## src/rtl/socket_defines.svh

```systemverilog
// constants of the bus socket handshake
`ifndef SOCKET_DEFINES_SVH
`define SOCKET_DEFINES_SVH

`define SOCK_DATA_W 32
`define SOCK_ADDR_W 32
`define SOCK_LANES 4
`define SOCK_LANE_W 8
`define SOCK_LANES_PER_DEC 2
`define SOCK_NUM_DEC 2
`define SOCK_BE_WORD 4'hF
`define SOCK_BE_HALF_LO 4'h3
`define SOCK_BE_HALF_HI 4'hC
`define SOCK_ST_IDLE 2'h1
`define SOCK_ST_WAIT 2'h2

`endif

```

## src/rtl/socket_pkg.sv

```systemverilog
// types of the bus socket handshake
`include "socket_defines.svh"

package socket_pkg;

	typedef enum logic [1:0] {
		ST_IDLE = `SOCK_ST_IDLE,
		ST_WAIT = `SOCK_ST_WAIT
	} socket_state_t;

	typedef logic [`SOCK_DATA_W-1:0] data_word_t;
	typedef logic [`SOCK_LANES-1:0] lane_mask_t;

	typedef struct packed {
		socket_state_t state;
		logic extend;
		logic wait_seen;
		logic bp_hit;
		logic rvalid;
		data_word_t rdata;
	} socket_regs_t;

endpackage

```

## src/rtl/range_decoder.sv

```systemverilog
// one address decoder with two byte-lane selects
`timescale 1ns/1ns

module range_decoder #(
	parameter int ADDR_W = 32
) (
	// current bus access
	input wire logic access_valid_i,
	input wire logic access_write_i,
	input wire logic [ADDR_W-1:0] address_i,
	input wire logic [1:0] lane_enable_i,
	// configuration
	input wire logic [ADDR_W-1:0] base_i,
	input wire logic [ADDR_W-1:0] mask_i,
	input wire logic init_wait_en_i,
	// decode results
	output logic hit_o,
	output logic init_wait_o,
	output logic [1:0] read_lane_select_o,
	output logic [1:0] write_lane_select_o
);

	logic in_range;

	// only the own range is decoded
	assign in_range = access_valid_i && ((address_i & mask_i) == (base_i & mask_i));
	assign hit_o = in_range && (lane_enable_i != 2'h0);
	// one initial wait for both directions
	assign init_wait_o = hit_o && init_wait_en_i;
	assign write_lane_select_o = (in_range && access_write_i) ? lane_enable_i : 2'h0;
	assign read_lane_select_o = (in_range && !access_write_i) ? lane_enable_i : 2'h0;

endmodule

```

## src/rtl/socket_handshake.sv

```systemverilog
// slave-side wait and breakpoint handshake of the fabric bus socket
`timescale 1ns/1ns

// Summary of operation
// - wait_seen_flag is high exactly when the last bus cycle without a breakpoint in force was a wait.
// - the first wait of an access always comes from a decoder.
// - a decoder adds its initial wait only for accesses to its own range.
// - wait_extend_request sampled high during a wait makes the following bus cycle a wait.
// - any number of extended waits accepted, no timeout.
// - breakpoint_hit goes high on unit or fabric breakpoint events.
// - bus-clocked fabric logic is stopped while a breakpoint is in force.
// - breakpoint force input causes a hardware breakpoint event.
// - decoder asserts write_lane_select for writes inside its range.
// - write select held through decoder and extend waits, dropped when the access ends or a breakpoint is in force.
// - read select held through decoder and extend waits, dropped after the final cycle or while a breakpoint is in force.
// - one cycle no wait, two cycles decoder wait, more adds extends.
// - decoder initial wait applies to reads and writes alike.
// - two read and two write lane selects per decoder, as byte enables.
// - narrow writes replicated across lanes, unselected read lanes are zero.
module socket_handshake
	import socket_pkg::*;
#(
	parameter int NUM_DEC = `SOCK_NUM_DEC,
	parameter int ADDR_W = `SOCK_ADDR_W
) (
	// clock and reset
	input wire logic clock_i,
	input wire logic resetn_i,
	// bus master side
	input wire logic access_valid_i,
	input wire logic access_write_i,
	input wire logic [ADDR_W-1:0] address_i,
	input wire socket_pkg::lane_mask_t byte_enable_i,
	input wire socket_pkg::data_word_t master_wdata_i,
	output logic bus_ready_o,
	output logic bus_wait_o,
	output socket_pkg::data_word_t bus_rdata_o,
	output logic bus_rvalid_o,
	// decoder configuration
	input wire logic [NUM_DEC*ADDR_W-1:0] dec_base_i,
	input wire logic [NUM_DEC*ADDR_W-1:0] dec_mask_i,
	input wire logic [NUM_DEC-1:0] dec_init_wait_en_i,
	// fabric side
	output logic [NUM_DEC*2-1:0] read_lane_select_o,
	output logic [NUM_DEC*2-1:0] write_lane_select_o,
	output socket_pkg::data_word_t fabric_wdata_o,
	input wire socket_pkg::data_word_t fabric_rdata_i,
	input wire logic wait_extend_request_i,
	output logic wait_seen_flag_o,
	// breakpoint
	input wire logic bp_unit_event_i,
	input wire logic breakpoint_force_i,
	output logic breakpoint_hit_o,
	output logic fabric_run_o
);

	socket_regs_t cur_q;
	socket_regs_t nxt_d;

	logic [NUM_DEC-1:0] dec_hit;
	logic [NUM_DEC-1:0] dec_init_wait;
	logic [NUM_DEC*2-1:0] rd_sel;
	logic [NUM_DEC*2-1:0] wr_sel;
	logic any_hit;
	logic any_init_wait;
	logic first_cycle;
	logic wait_now;
	logic frozen;
	data_word_t rd_masked;

	// the lane selects must cover the data bus exactly
	initial begin
		if (NUM_DEC * `SOCK_LANES_PER_DEC != `SOCK_LANES) begin
			$error("NUM_DEC must give one select per byte lane");
		end
		if (ADDR_W < 1) begin
			$error("ADDR_W must be positive");
		end
	end

	genvar gi;
	generate
		for (gi = 0; gi < NUM_DEC; gi = gi + 1) begin : g_dec
			range_decoder #(
				.ADDR_W(ADDR_W)
			) u_dec (
				.access_valid_i(access_valid_i),
				.access_write_i(access_write_i),
				.address_i(address_i),
				.lane_enable_i(byte_enable_i[gi*2 +: 2]),
				.base_i(dec_base_i[gi*ADDR_W +: ADDR_W]),
				.mask_i(dec_mask_i[gi*ADDR_W +: ADDR_W]),
				.init_wait_en_i(dec_init_wait_en_i[gi]),
				.hit_o(dec_hit[gi]),
				.init_wait_o(dec_init_wait[gi]),
				.read_lane_select_o(rd_sel[gi*2 +: 2]),
				.write_lane_select_o(wr_sel[gi*2 +: 2])
			);
		end
	endgenerate

	assign any_hit = |dec_hit;
	assign any_init_wait = |dec_init_wait;

	// a breakpoint in force freezes the socket with the system
	assign frozen = cur_q.bp_hit;

	// first cycle of an access: the last cycle without a breakpoint in force was no wait
	assign first_cycle = (cur_q.state == ST_IDLE);

	// current cycle wait: decoder first, fabric extends after
	always_comb begin
		wait_now = 1'b0;
		if (any_hit) begin
			if (first_cycle) begin
				wait_now = any_init_wait;
			end else begin
				wait_now = cur_q.extend;
			end
		end
	end

	// replicate narrow write data across all lanes
	function automatic data_word_t replicate(input data_word_t wd, input lane_mask_t be);
		data_word_t r;
		r = wd;
		case (be)
			`SOCK_BE_WORD: r = wd;
			`SOCK_BE_HALF_LO: r = {wd[15:0], wd[15:0]};
			`SOCK_BE_HALF_HI: r = {wd[31:16], wd[31:16]};
			4'h1: r = {4{wd[7:0]}};
			4'h2: r = {4{wd[15:8]}};
			4'h4: r = {4{wd[23:16]}};
			4'h8: r = {4{wd[31:24]}};
			default: r = wd;
		endcase
		return r;
	endfunction

	assign fabric_wdata_o = replicate(master_wdata_i, byte_enable_i);

	// unselected read lanes read as zero
	genvar li;
	generate
		for (li = 0; li < `SOCK_LANES; li = li + 1) begin : g_lane
			assign rd_masked[li*`SOCK_LANE_W +: `SOCK_LANE_W] =
				rd_sel[li] ? fabric_rdata_i[li*`SOCK_LANE_W +: `SOCK_LANE_W] : 8'h00;
		end
	endgenerate

	// selects stay up through decoder and extend waits until the final cycle; a breakpoint in force drops them to zero
	assign read_lane_select_o = frozen ? '0 : rd_sel;
	assign write_lane_select_o = frozen ? '0 : wr_sel;

	// master handshake: ready on the final cycle of a hit access
	assign bus_wait_o = frozen || wait_now;
	assign bus_ready_o = !frozen && access_valid_i && any_hit && !wait_now;

	always_comb begin
		nxt_d = cur_q;
		nxt_d.rvalid = 1'b0;
		nxt_d.bp_hit = bp_unit_event_i || breakpoint_force_i;
		if (!frozen) begin
			nxt_d.wait_seen = wait_now;
			// extension only counts inside an access already waiting
			nxt_d.extend = wait_extend_request_i && any_hit && wait_now;
			if (wait_now) begin
				// no timeout: stays here as long as extends arrive
				nxt_d.state = ST_WAIT;
			end else begin
				nxt_d.state = ST_IDLE;
			end
			if (access_valid_i && any_hit && !wait_now && !access_write_i) begin
				nxt_d.rdata = rd_masked;
				nxt_d.rvalid = 1'b1;
			end
		end
		case (cur_q.state)
			ST_IDLE: begin
			end
			ST_WAIT: begin
			end
			default: begin
				nxt_d.state = ST_IDLE;
			end
		endcase
	end

	always_ff @(posedge clock_i or negedge resetn_i) begin
		if (!resetn_i) begin
			cur_q.state <= ST_IDLE;
			cur_q.extend <= 1'b0;
			cur_q.wait_seen <= 1'b0;
			cur_q.bp_hit <= 1'b0;
			cur_q.rvalid <= 1'b0;
			cur_q.rdata <= 32'h0000_0000;
		end else begin
			cur_q <= nxt_d;
		end
	end

	assign wait_seen_flag_o = cur_q.wait_seen;
	assign breakpoint_hit_o = cur_q.bp_hit;
	assign fabric_run_o = !cur_q.bp_hit;
	assign bus_rdata_o = cur_q.rdata;
	assign bus_rvalid_o = cur_q.rvalid;

endmodule

```

## config.mk

```make
export PLATFORM = sky130hd
export DESIGN_NAME = socket_handshake
export DESIGN_NICKNAME = d
export VERILOG_FILES = /design/src/rtl/socket_pkg.sv /design/src/rtl/range_decoder.sv /design/src/rtl/socket_handshake.sv
export VERILOG_INCLUDE_DIRS = /design/src /design/src/rtl
export SDC_FILE = /design/constraint.sdc
export NUM_CORES = 1
export LEC_CHECK = 0
export ABC_AREA = 1
export BUFFER_PORTS_ARGS = -buffer_cell sky130_fd_sc_hd__buf_2
export CORE_ASPECT_RATIO = 0.8
export CORE_MARGIN = 10
export CORE_UTILIZATION = 43
export DETAILED_ROUTE_END_ITERATION = 6
export GPL_TIMING_DRIVEN = 0
export PLACE_DENSITY = 0.9
export REMOVE_ABC_BUFFERS = 1
export SETUP_SLACK_MARGIN = 0.02
export SLEW_MARGIN = 10
export SYNTH_ARGS = -nofsm -noshare
export SYNTH_HDL_FRONTEND = slang
export SYNTH_SLANG_ARGS = --single-unit
export TNS_END_PERCENT = 100
```

## constraint.sdc

```tcl
create_clock -name clock_i -period 1.8 [get_ports clock_i]
set_input_delay 0.18 -clock clock_i [delete_from_list [all_inputs] [get_ports clock_i]]
set_output_delay 0.18 -clock clock_i [all_outputs]
set_load 0.02 [all_outputs]
```

# [Yosys cells after proc, flatten, opt, wreduce, memory -nomap -nowiden]
# Cells that the tools add are included.
[classes] n_bitwise=5 n_eq_ne=11 mux=18 reduce_logical=29
[ops] cell="one-hot mux 32 bit (6 select lines)" count=1
[ops] cell="bitwise AND 32 bit" count=4
[ops] cell="2-to-1 mux 33 bit" count=2
[ops] cell="equality test 32 bit" count=2
[ops] cell="2-to-1 mux 8 bit" count=4
[ops] cell="logical AND 1 bit" count=18
[ops] cell="2-to-1 mux 2 bit" count=6
[ops] cell="2-to-1 mux 4 bit" count=3
[ops] cell="equality test 4 x 2 -> 1 bit, second input constant" count=2
[ops] cell="equality test 4 bit, second input constant" count=2
[ops] cell="OR reduction 2 bit" count=3
[ops] cell="equality test 4 x 1 -> 1 bit, second input constant" count=1
[ops] cell="equality test 4 x 3 -> 1 bit, second input constant" count=1
[ops] cell="nonzero test 2 bit" count=2
[ops] cell="zero test 1 bit" count=3
[ops] cell="equality test 2 x 1 -> 1 bit, second input constant" count=1
[ops] cell="equality test 2 bit, second input constant" count=1
[ops] cell="logical OR 1 bit" count=2
[ops] cell="2-to-1 mux 1 bit" count=2
[ops] cell="inequality test 2 bit, second input constant" count=1
[ops] cell="AND reduction 2 bit" count=1
[ops] cell="inverter 1 bit" count=1
[totals] input_bits=237 out_inout_bits=78 ff_bits=38 wordCells=69

# [Longest topological paths before layout]
# Gate-level depths: netlist (run 1).
[logic_depth] depth_word=13 mapped_depth=16 ltp_nobuf=15

# [Hierarchy]
# A second synthesis (run 1) with hierarchy kept.
[unflattened] hier_cells=854 hier_area_um2=4606.9
[by_module_without_submodules] module="socket_handshake" cells_per_inst=500 area_each_um2=3098.0 n_inst=1 seq_area_each_um2=952.2
[by_module_without_submodules] module="range_decoder" cells_per_inst=177 area_each_um2=754.5 n_inst=2 seq_area_each_um2=0.0

# [Least setup slack after synthesis (run 1)]
# Ideal clock, no wire load.
[synth_timing] path_type="in2out" start="input port address_i[4]" end="output port write_lane_select_o[2]" t_arrival_ns=1.575 required_time_ns=1.620 n_path_buf=0 path_slack_ns=0.045 stages=7 path_cell_list="or2_1 -> nand3_2 -> nand3_1 -> nor4_4 -> and2_1 -> nand2_1 -> nor3_1"
[synth_between] elab_chain_len=6
[synth_rtl] item="from (decl)" line="socket_handshake.sv:32" text="input wire logic [ADDR_W-1:0] address_i,"
[synth_rtl] item="bitwise AND 32 bit" line="range_decoder.sv:26" text="assign in_range = access_valid_i && ((address_i & mask_i) == (base_i & mask_i));"
[synth_rtl] item="equality test 32 bit" line="range_decoder.sv:26"
[synth_rtl] item="logical AND 1 bit" line="range_decoder.sv:26"
[synth_rtl] item="logical AND 1 bit" line="range_decoder.sv:30" text="assign write_lane_select_o = (in_range && access_write_i) ? lane_enable_i : 2'h0;"
[synth_rtl] item="2-to-1 mux 2 bit" line="range_decoder.sv:30"
[synth_rtl] item="2-to-1 mux 4 bit" line="socket_handshake.sv:153" text="assign write_lane_select_o = frozen ? '0 : wr_sel;"
[synth_rtl] item="to (decl)" line="socket_handshake.sv:45" text="output logic [NUM_DEC*2-1:0] write_lane_select_o,"
# No other way between the ends.

# [Worst setup path in the final report (run 1)]
[layout_timing] start="input port address_i[8]" end="output port bus_ready_o"
[layout_between] elab_chain_len=10 word_cells_on_any_way=17 cone_classes="eq/ne (2); mux (2); bitwise (2); reduce/logical (11)"
[layout_rtl] item="bitwise AND 32 bit" line="range_decoder.sv:26"
[layout_rtl] item="equality test 32 bit" line="range_decoder.sv:26"
[layout_rtl] item="logical AND 1 bit" line="range_decoder.sv:26"
[layout_rtl] item="logical AND 1 bit" line="range_decoder.sv:27" text="assign hit_o = in_range && (lane_enable_i != 2'h0);"
[layout_rtl] item="logical AND 1 bit" line="range_decoder.sv:29" text="assign init_wait_o = hit_o && init_wait_en_i;"
[layout_rtl] item="OR reduction 2 bit" line="socket_handshake.sv:103" text="assign any_init_wait = |dec_init_wait;"
[layout_rtl] item="2-to-1 mux 1 bit" line="socket_handshake.sv:115" text="if (first_cycle) begin"
[layout_rtl] item="2-to-1 mux 1 bit" line="socket_handshake.sv:114" text="if (any_hit) begin"
[layout_rtl] item="zero test 1 bit" line="socket_handshake.sv:157" text="assign bus_ready_o = !frozen && access_valid_i && any_hit && !wait_now;"
[layout_rtl] item="logical AND 1 bit (*)" line="socket_handshake.sv:157"
[layout_rtl] item="to (decl)" line="socket_handshake.sv:35" text="output logic bus_ready_o,"
# Mark *: on every way between the ends. The rest lies on a longest branch, timed or not.

==> results, run 1 <==
- The synthesized design contains 0 enable-type register cells.
- The global-route wire length before repair is 35250 um.
- The clock latency reported for the late side of the worst-skew pair is 290 ps.
- The combined area of all synthesized cells is 0.004677 mm^2.
- The TritonCTS clock tree is built.
- In this run, the number of DRC markers left after iteration 0 of detailed routing was 711.
- The number of port buffers is 314.
- The floorplan step set the die height to 113.3 um.
- The detailed-route DRC error count is 0.
- The final worst-path setup slack is -237.9 ps.
- Summed over all failing endpoints, the final setup total negative slack is -4614 ps.
- The share of the Yosys chip area taken by registers is 20.36%.
- Dividing the detail-routed via count by the number of cells gives 5.508.
- No sink is reached through more buffers than the 2 on the longest clock path.
- Final hold analysis gives a worst-case slack of 0.8026 ps.
- CTS built an H-tree with a depth of 2.
- After layout, the worst path uses 113.2% of the clock period.
- After routing the design area is 0.007899 mm^2.
- The power density over the cells is 449.1 mW/mm^2.
- The number of violations of the max-capacitance limit is 0.
- The most numerous cell type found on the critical path is sky130_fd_sc_hd__nand2_1.
- The worst path required time is 1620 ps.
- The final reports fail on negative setup slack.
- Counting I/O delays and the setup requirement, the final critical path takes 2038 ps.
- The total power is 3.547 mW.
- For this design the top-level I/O count stands at 315.
- The fraction of registers with async set or reset after synthesis is 100.0%.
- The initial core utilization is 44.77%.
- The area growth from synthesis to layout is 68.89%.
- Walking the worst path, the cells encountered are buf_2, inv_2, nand2_1, nand3_2, nand2_1, nor2_2, nand2_1, nor2_2, nand4_1, a21oi_2, a21oi_4, clkbuf_16, nand2_1, inv_2, buf_6.
- Detailed routing inserted a total of 7150 vias.
- For this design, the slowest cell found on the critical path is sky130_fd_sc_hd__a21oi_2.
- The synthesized netlist cell count is 831.
- The number of synthesis warnings is 0.
- Routability-driven placement finished with a final weighted congestion of 0.9452.
- The synthesis-stage register bit count is 38.
- In the post-synthesis netlist, the biggest area contributors are sky130_fd_sc_hd__dfrtp_1 (20%), sky130_fd_sc_hd__nand2_1 (18%), sky130_fd_sc_hd__inv_1 (13%).
- Dividing the detail-routed wire length by the instance count gives 19.51 um.
- Averaged over all synthesized cells, the footprint is 5.628 um^2.
- For this run, the leading register cell type out of synthesis is sky130_fd_sc_hd__dfrtp_1.
- Across the VDD grid, the largest voltage drop is 0.0003408 V.
- For the final database, setup skew stands at 5.230 ps.
- The achievable clock frequency is 490.7 MHz.
- By startpoint and endpoint, the worst setup path is classified as in2out.
- The critical path arrival is 1860 ps.
- Summed over all layers, the global routing overflow is 0.
- The clock network is responsible for 25.9% of the overall power.
- The number of max-slew violations in the final report was 0.
- The initial antenna violation count is 3.
- The startpoint kind of the worst setup timing path is a primary input.
- For this design the static power due to leakage is 4.554 nW.
- The floorplan step set the die width to 136.6 um.
- The tree is rooted in a sky130_fd_sc_hd__clkbuf_16.
- The global-route usage over all layers is 28.01%.
- For this block, the routed nets add up to 25320 um of wire.
- The first TritonRoute pass finished after 6 iterations.
- The highest fanout seen on the critical path is 3.
- The internal power contribution is 2.171 mW.
- Of all cell types, the one taking the most synthesized area is sky130_fd_sc_hd__dfrtp_1.
- By instance count, the leading cell after synthesis is sky130_fd_sc_hd__nand2_1.
- The clock transition time at the flip-flop clock pins of the worst setup and hold paths is 60 ps.
- The combinational fraction of design power is 48.5%.
- The detail route stage leaves a number of antenna-violating nets equal to 0.
- The area after detailed placement is 0.006138 mm^2.
- The utilization after layout is 75.61%.
- In this run the worst hold path is classified as in2async.
- Hold repair after CTS inserted 0 buffers.
- The maximum number of pins on one net before global-route repair is 40.
- The run finished, with violations left.
- The switching power total is 1.376 mW.
- The post-route netlist has 49.96% of its cells at a drive strength greater than 1.
- The number of CTS-inserted buffers is 5.
- The final count of hold timing violations came to 0.
- Setup repair after global routing could not meet its margin everywhere.
- The delay of the slowest cell on the worst path is 260 ps.
- The core region is 0.01045 mm^2.
- Of the total power, the share spent switching nets is 38.79%.
- CTS saw 38 sinks.
- At the pin with the least slew margin, the transition time is 858.3 ps.
- The worst slew slack as a fraction of its limit is 42.78%.
- Row generation in the floorplan step produced 33 rows.
- The fraction of post-synthesis cell area in the top cell type by area is 19.80%.
- In this run, distinct cell masters in the synthesized netlist total 36.
- The via count of the first global-routing pass was 6779.
- Detailed placement ended at an HPWL of 17600 um.
- Setup violations remaining at the end of the flow were counted as 42.
- The area enclosed by the die boundary is 0.01547 mm^2.
- The final layout net count is 1392.
- The kind of end point of the critical path is a primary output.
- The portion of total power attributed to sequential cells is 25.6%.
- In the synthesized netlist, the cells that appear most often are sky130_fd_sc_hd__nand2_1 (222), sky130_fd_sc_hd__inv_1 (158), sky130_fd_sc_hd__nor2_1 (115).
placed cells by master, fill, tap and decap left out, types with 16 or more instances in the layout:
cell	instances
sky130_fd_sc_hd__buf_4	67
sky130_fd_sc_hd__nor2_1	89
sky130_fd_sc_hd__nand3_1	34
sky130_fd_sc_hd__nand3_2	34
sky130_fd_sc_hd__nand2_1	164
sky130_fd_sc_hd__nand2_4	16
sky130_fd_sc_hd__nor2_2	19
sky130_fd_sc_hd__o21ai_0	25
sky130_fd_sc_hd__dfrtp_1	36
sky130_fd_sc_hd__buf_2	259
sky130_fd_sc_hd__nand4_1	54
sky130_fd_sc_hd__inv_1	135
sky130_fd_sc_hd__nand2_2	43
sky130_fd_sc_hd__buf_6	23
sky130_fd_sc_hd__inv_2	21
logic make-up after synthesis:
logic type | after synthesis | synth area share, %
buffers and inverters | 211 | 20.17
adders and majority gates | 1 | 0.2675
AOI/OAI and AO/OA | 77 | 10.65
and+or+nand+nor | 500 | 47.81
DFF | 38 | 20.36
xor gates and xnor gates | 4 | 0.7490
registers in the layout, indices dropped and copies added (netlist names):
| name | count |
|---|---|
| bus_rvalid_o | 1 |
| wait_seen_flag_o | 1 |
| bus_rdata_o | 32 |
| breakpoint_hit_o | 1 |
| cur_q | 3 |
layout make-up:
type,instances,area (um^2)
Timing Repair Buffer,363,2321
Clock buffer,6,138.9
Timing Repair inverter,1,5.005
Sequential cell,38,953.4
Antenna cell,3,7.507
Multi-Input combinational cell,585,3661
Clock inverter,2,12.51
Inverter,160,624.3
Fill cell,769,2547
Tap cell,140,175.2
power by group through the flow:
stage | clock, mW | sequential, mW | combinational (mW)
4_1_cts | 0.894 | 0.909 | 1.53
6_report | 0.918 | 0.910 | 1.72
3_5_place_dp | 0 | 0.918 | 1.28
3_3_place_gp | 0 | 0.917 | 1.24
5_1_grt | 0.952 | 0.914 | 1.86
2_1_floorplan | 0 | 0.918 | 0.672
per-layer routing:
layer | global-route usage, % | vias to the layer above | share of wire [%]
met2 | 47.73 | 557 | 48
li1 | - | 3303 | -
met4 | 13.39 | 0 | 4.6
met3 | 7.692 | 114 | 12
met1 | 31.60 | 3176 | 35
met5 | 0 | - | 0
metrics by stage:
step | setup WS, ps | instances
CTS | -113.5 | 1275
finish | -237.9 | 1298
floorplan | -281.5 | 780
global route | -319.0 | 1297
detailed placement | -1069 | 1236
global placement | -1090 | 1234
critical path: cells and delay by family:
family / cells / cell delay, ps
compound gates: 2 / 360
simple gates: 8 / 750
buf+inv: 5 / 540
final timing paths:
| path | start | endpoint | slack, ps | cells after the start |
|---|---|---|---|---|
| max reg2reg | cur_q[36] | bus_rdata_o[22] | -60 | 9 |
| min in group clock_i | bp_unit_event_i | breakpoint_hit_o | 90 | 2 |
| max | address_i[8] | bus_ready_o | -240 | 15 |
| max in group asynchronous | resetn_i | breakpoint_hit_o | 1190 | 1 |
| min reg2reg | bus_rdata_o[16] | bus_rdata_o[16] | 480 | 2 |
| min | resetn_i | bus_rdata_o[24] | 0.8 | 1 |
timing repair:
action	CTS	global route
gates resized for setup	164	152
buffers inserted	28	16
endpoints found under the hold margin	0	0
pin swaps	56	37
gates cloned	3	4
setup endpoints to repair	75	77
Note: power is estimated with default switching activity, not from simulation.
==> inputs of run 2 (changes only) <==
Settings changed: CORE_MARGIN 10 to not set, CORE_UTILIZATION 43 to 32, PLACE_DENSITY 0.9 to 0.72, REMOVE_ABC_BUFFERS 1 to not set.
==> run 2 against run 1 <==
Against the previous run:
- register-to-register slack improved by 120 ps
- clock power fell by 2%
- combinational power fell by 11%
- critical path type unchanged
- flip-flop and latch count did not move
- hold slack barely moved
- critical endpoint unchanged
- die area fell by 2.4%
- clock skew rose by 4.5 ps
- total power fell by 6.1%
- via count fell by 6.4%
- sequential power fell by 1%
- highest routed layer unchanged
- first-iteration DRC count fell by 55%
- sequential share of layout area rose by 0.27 points
- the flow still finishes with violations (negative setup slack)
==> results, run 2 (synthesis gave the netlist of run 1 again) <==
- The final count of hold timing violations is 0.
- The kind of end point of the critical path is a primary output.
- The detailed-route via count is 6691.
- Counting cells, the worst reg-to-reg path comes to 10.
- The root buffer cell chosen for the clock tree is sky130_fd_sc_hd__clkbuf_16.
- For this configuration, the core starts out at a cell density of 32.71%.
- The final instance count without filler cells is 1384.
- Leaving out fill and tap cells, the most frequent cells in the layout are sky130_fd_sc_hd__buf_2 (284), sky130_fd_sc_hd__nand2_1 (208), sky130_fd_sc_hd__inv_1 (146), sky130_fd_sc_hd__nor2_1 (91), sky130_fd_sc_hd__buf_4 (76).
- Dividing the detail-routed via count by the number of cells gives 4.835.
- The TritonCTS clock tree is built.
- The highest fanout seen on the critical path is 6.
- The worst slack on hold paths is 0.6019 ps.
- The flow ran to the end, but the final reports show violations.
- The total detailed-routing wirelength is 19780 um.
- Of the total power, registers draw 27.0%.
- The combinational fraction of design power is 46.0%.
- The number of port buffers is 314.
- Once placement finished, the instance area stood at 0.006479 mm^2.
- The library cell used most frequently in the layout, excluding fill and tap cells, is sky130_fd_sc_hd__buf_2.
- Once routing completed, OpenROAD measured the worst setup slack at -163.4 ps.
- The share of cells above drive strength 1 is 44.24%.
- The number of H-tree levels is 2.
- The final setup violation count is 42.
- The switching power total is 1.252 mW.
- The maximum clock insertion buffer count is 2.
- Clock-pin slew was measured on the worst setup and hold paths at 60 ps.
- The portion of total power attributed to the clock network is 27.0%.
- The first global-routing pass estimated 29210 um of wire.
- The area growth from synthesis to layout is 65.01%.
- The sum of negative setup slack is -3735 ps.
- The cell leakage power is 4.673 nW.
- In the final routed layout, each cell accounts on average for 14.29 um.
- The minimum clock period is 1963 ps.
- The worst slew slack as a fraction of its limit is 42.05%.
- After layout, the worst path uses 109.1% of the clock period.
- The startpoint kind of the worst setup timing path is a primary input.
- The count of pins on the block boundary is 315.
- The number of flip-flops under the largest register name is 32.
- The final layout net count is 1435.
- The min-delay analysis places its worst path in the category in2async.
- VDD sags by at most 0.0003328 V.
- The critical path is of the in2out type.
- The number of nets handed over by synthesis was 1069.
- In this run, placement finished with an instance count of 1329.
- The die covers 0.01511 mm^2.
- The detailed router finished its first iteration with 319 violations.
- Global routing used 24.96% of the available tracks.
- The actual slew at the worst max-slew pin is 869.2 ps.
- The count of nets left with antenna violations once routing finished came out at 0.
- The initial antenna violation count is 3.
- The number of rows in the core area is 39.
- Setup repair after global routing could not meet its margin everywhere.
- Buffers inserted during clock tree synthesis total 5.
- Measured along the x axis, the die boundary spans 137.2 um.
- The number of violations of the max-capacitance limit is 0.
- The overflow left after global routing is 0.
- The power density over the cells is 431.8 mW/mm^2.
- The core box area is 0.01430 mm^2.
- For this run, design rule violations remaining after detail routing come to 0.
- The via count of the first global-routing pass is 6089.
- The switching share of power is 37.59%.
- Derived from the worst setup path, the maximum achievable clock frequency is 509.3 MHz.
- The floorplan step set the die height to 110.1 um.
- The number of max-slew violations in the final report is 0.
- Measured on the finished design, the core utilization comes to 53.98%.
- For the worst-skew pair, the clock arrives at the later sink with an insertion delay of 290 ps.
- The worst path required time is 1620 ps.
- The total iterations of the first detailed-routing run is 5.
- Once detailed placement completed, the half-perimeter wirelength came to 15730 um.
- Summing all non-filler instances in the final layout gives an area of 0.007717 mm^2.
- Entering global routing, the biggest net connects 39 pins.
- The clock skew after layout is 9.779 ps.
- The internal power contribution is 2.080 mW.
- The critical path arrival is 1780 ps.
- The congestion estimate from routability-driven global placement came to 0.8850.
- The CTS sink count is 38.
- The final reports fail on negative setup slack.
## run 2: changes by cell type in the layout (fill, tap and decap cells not counted), sizes merged, moves of 3 or more
cell      before  now
clkinvlp       3    0
clkinv         3    0
clkbuf        11   19
buf          357  398
inv          157  160
## run 2: worst paths after layout
path / to / slack, ps / startpoint
max in group asynchronous: bus_rdata_o[5] / 1240 / resetn_i
min reg2reg: cur_q[36] / 480 / cur_q[36]
max: bus_ready_o / -160 / dec_base_i[41]
min in group clock_i: breakpoint_hit_o / 90 / bp_unit_event_i
min: bus_rdata_o[21] / 0.6 / resetn_i
max reg2reg: bus_rdata_o[6] / 60 / cur_q[36]
## run 2: cell type report
cell class                      instances  area, um^2
Sequential cell                        38       952.2
Tap cell                              184       230.2
Multi-Input combinational cell        583        3259
Clock buffer                            8       146.4
Buffer                                 51       380.4
Inverter                              160       605.6
Fill cell                            1374        6580
Timing Repair Buffer                  358        2138
Antenna cell                            2       5.005
## run 2: routing by layer
| layer | vias up | share of wire, % | global-route usage, % |
|---|---|---|---|
| li1 | 3375 | - | - |
| met1 | 2982 | 41 | 29.69 |
| met2 | 293 | 50 | 45.74 |
| met3 | 41 | 6.6 | 3.887 |
| met4 | 0 | 2.3 | 8.242 |
| met5 | - | 0 | 0 |
## run 2: worst max-delay path: stages
cell,delay [ps]
sky130_fd_sc_hd__buf_6,90
sky130_fd_sc_hd__xor2_1,150
sky130_fd_sc_hd__nand2_1,120
sky130_fd_sc_hd__nand4_1,150
sky130_fd_sc_hd__nor4_4,410
sky130_fd_sc_hd__buf_4,180
sky130_fd_sc_hd__nand3_2,90
sky130_fd_sc_hd__nand2_4,100
sky130_fd_sc_hd__buf_6,120
sky130_fd_sc_hd__nand2_2,50
sky130_fd_sc_hd__inv_2,40
sky130_fd_sc_hd__buf_6,100
## run 2: per-stage QoR
step	power (mW)	setup slack [ps]
after global placement	2.157	-691.2
after detailed placement	2.177	-698.2
after CTS	3.222	-199.7
after global routing	3.555	-298.3
final	3.332	-163.4
after floorplan	1.602	44.85
## run 2: power groups by stage
stage | Sequential [mW] | Clock (mW) | Combinational, mW
after floorplan | 0.916 | 0 | 0.686
after global placement | 0.912 | 0 | 1.25
after detailed placement | 0.913 | 0 | 1.26
after CTS | 0.898 | 0.928 | 1.40
after global routing | 0.903 | 0.953 | 1.70
final | 0.899 | 0.900 | 1.53
## run 2: timing repair
| action | in CTS | in global routing |
|---|---|---|
| cloned | 4 | 0 |
| buffers inserted | 25 | 17 |
| hold buffers | 0 | 0 |
| resized for setup | 120 | 85 |
| pin swaps | 47 | 24 |
| setup endpoints to repair | 77 | 76 |
==> inputs of run 3 (changes only) <==
Clock period 1.8 ns to 2 ns, I/O delays scaled along.
==> run 3 against run 2 <==
Against the previous run:
- count of clock-buffer cells in the layout did not move
- cell area fell by 2.8%
- largest cell class unchanged
- core utilization down 1.5 points
- sequential share of layout area grew 0.36 points
- setup slack better by 150 ps
- flip-flop and latch count unchanged
- register-to-register slack gained 110 ps
- sequential power down 10%
- largest power group unchanged
- clock power down 9.7%
- first-iteration DRC count increased by 14%
- the run still ends with negative setup slack left
- combinational power down 10%
- hold slack improved by 18 ps
==> results, run 3 (synthesis gave the netlist of run 1 again) <==
- The number of rows in the core area is 39.
- The H-tree generated during clock tree synthesis spans 2 levels.
- The maximum number of pins on one net before global-route repair is 39.
- For the final database, setup skew stands at 7.962 ps.
- The portion of total power attributed to sequential cells is 27.0%.
- Clock-pin slew was measured on the worst setup and hold paths at 60 ps.
- The achievable clock frequency is 496.8 MHz.
- Summed over all nets, the switching power comes to 1.135 mW.
- The critical setup path kind is in2out.
- The core region is 0.01430 mm^2.
- After legalization and detailed placement, the total HPWL measured 15730 um.
- The met1 usage is 28.99%.
- The analysis attributes to cell leakage a power of 4.579 nW.
- The power density over the cells is 399.3 mW/mm^2.
- The library cell used most frequently in the layout, excluding fill and tap cells, is sky130_fd_sc_hd__buf_2.
- After detailed routing, the average wire length per cell comes to 14.08 um.
- In this run switching power makes up 37.90% of total power.
- The final reports fail on negative setup slack.
- In this run the horizontal extent of the chip is 137.2 um.
- Global routing used 23.98% of the available tracks.
- Setup repair after global routing could not meet its margin everywhere.
- TritonCTS built the clock tree.
- Measured against its own limit, the worst slew margin works out to 42.35%.
- The area growth from synthesis to layout is 60.38%.
- In this run the worst hold path is classified as in2async.
- Across all layers, the routed design uses 6592 vias.
- The startpoint identified for the worst register-to-register timing path is cur_q[36].
- After global routing the overflow that remains totals 0.
- Counting every net in the synthesized netlist gives 1069.
- The combinational fraction of design power is 45.8%.
- The global routing usage on met3 is 3.292%.
- The minimum clock period is 2013 ps.
- The logic depth of the worst register-to-register path is 10.
- Max-cap violations in this run came to 0.
- The worst path required time is 1800 ps.
- The tree is rooted in a sky130_fd_sc_hd__clkbuf_16.
- The number of CTS-inserted buffers is 5.
- The count of routing violations after the opening detailed-route iteration is 364.
- The finished cells cover 0.007501 mm^2.
- In this run the remaining antenna-violating nets after routing total 0.
- In this run the count of I/O pins placed on the die edge is 315.
- The highest fanout seen on the critical path is 3.
- The global-route wire length before repair is 28100 um.
- The post-cts hold buffer count is 0.
- The initial antenna violation count is 3.
- The total detailed-routing wirelength is 19410 um.
- The via count of the first global-routing pass is 5888.
- The internal power contribution is 1.860 mW.
- The die is 110.1 um tall.
- STA classifies the critical path endpoint as a primary output.
- The flow ran to the end, but the final reports show violations.
- The maximum clock insertion buffer count is 2.
- Cells with a size suffix above 1 make up 43.20% of the layout.
- The detailed-route DRC error count is 0.
- In the global route stage, met2 resource usage came out at 44.16%.
- The maximum vdd drop is 0.0002976 V.
- The clock latency reported for the late side of the worst-skew pair is 290 ps.
- The area after detailed placement is 0.006479 mm^2.
- Across all setup checks in the final design, the least slack found is -12.74 ps.
- Overall power consumption after layout is estimated at 2.995 mW.
- The register with the most flip-flops in the layout has 32 of them.
- The critical path launch point is address_i[9].
- The via count normalized by instance count is 4.784.
- The area enclosed by the die boundary is 0.01511 mm^2.
- STA classifies the critical path startpoint as a primary input.
- The portion of total power attributed to the clock network is 27.1%.
- The actual slew at the worst max-slew pin is 864.7 ps.
- In the layout the commonest cells are sky130_fd_sc_hd__buf_2 (294), sky130_fd_sc_hd__nand2_1 (205), sky130_fd_sc_hd__inv_1 (146), sky130_fd_sc_hd__nor2_1 (94), sky130_fd_sc_hd__buf_4 (77).
- The count of buffers added on input and output ports is 314.
- The final setup violation count is 2.
- The total iterations of the first detailed-routing run is 5.
- The number of max-slew violations in the final report is 0.
- The global routing stage identified its most utilized layer as met2.
- The initial core utilization is 32.71%.
- In the final design database the tool counted 1429 nets.
- The critical path arrival is 1810 ps.
- The last weighted congestion value of the routability-driven placer is 0.8850.
- The clock drives 38 sinks.
- The final count of hold timing violations was 0.
- The post-route fraction of the period consumed by the critical path is 100.6%.
==> run 3: cell types whose count changed in the layout (fill, tap and decap cells not counted), sizes merged <==
cell,previous run,this run
buf,398,391
a21oi,6,7
==> run 3: worst max-delay path, stage by stage <==
cell	delay [ps]
sky130_fd_sc_hd__buf_6	100
sky130_fd_sc_hd__xor2_1	150
sky130_fd_sc_hd__nand2_1	120
sky130_fd_sc_hd__nand4_1	140
sky130_fd_sc_hd__nor4_4	380
sky130_fd_sc_hd__buf_4	200
sky130_fd_sc_hd__and2_4	150
sky130_fd_sc_hd__nand2_2	60
sky130_fd_sc_hd__nor3_2	120
sky130_fd_sc_hd__buf_4	170
==> run 3: metal layers <==
layer	vias up	share of wire, %
met4	0	2.7
met5	-	0
met1	2934	43
met2	257	49
li1	3365	-
met3	36	5.3
==> run 3: layout make-up <==
class | instances | area, um^2
inverter | 160 | 603.1
tap | 184 | 230.2
buffer | 50 | 351.6
timing repair buffer | 352 | 1981
multi-input combinational | 584 | 3232
clock buffer | 8 | 146.4
sequential | 38 | 952.2
antenna | 2 | 5.005
fill | 1406 | 6797
==> run 3: power by group through the flow <==
| stage | clock, mW | combinational (mW) | sequential, mW |
|---|---|---|---|
| 2_1_floorplan | 0 | 0.617 | 0.825 |
| 5_1_grt | 0.855 | 1.52 | 0.812 |
| 6_report | 0.813 | 1.37 | 0.809 |
| 4_1_cts | 0.835 | 1.20 | 0.808 |
| 3_5_place_dp | 0 | 1.14 | 0.822 |
| 3_3_place_gp | 0 | 1.12 | 0.821 |
==> run 3: final timing paths <==
| kind | slack [ps] | to |
|---|---|---|
| worst max-delay path | -10 | write_lane_select_o[2] |
| worst min-delay path | 20 | bus_rdata_o[21] |
| worst max register to register | 170 | bus_rdata_o[30] |
| worst min register to register | 480 | cur_q[36] |
| max in group asynchronous | 1420 | bus_rdata_o[5] |
| min in group clock_i | 120 | breakpoint_hit_o |
==> run 3: timing repair <==
item                       CTS  global route
setup endpoints to repair   51            71
pin swaps                   30            30
gates cloned                 0             5
resized for setup           56           113
buffers inserted            17            19
==> run 3: stage by stage <==
step	cells	hold WS [ps]	TNS, ps	utilization (%)	setup WS (ps)
final	1378	19.03	-17.08	52.46	-12.74
after global routing	1378	92.70	-526.6	52.46	-83.24
after CTS	1353	46.80	-8.017	48.63	-4.244
after detailed placement	1329	365.5	-26000	45.31	-538.2
after global placement	1329	351.1	-23920	45.31	-531.2
after floorplan	831	-95.59	0	-	204.8
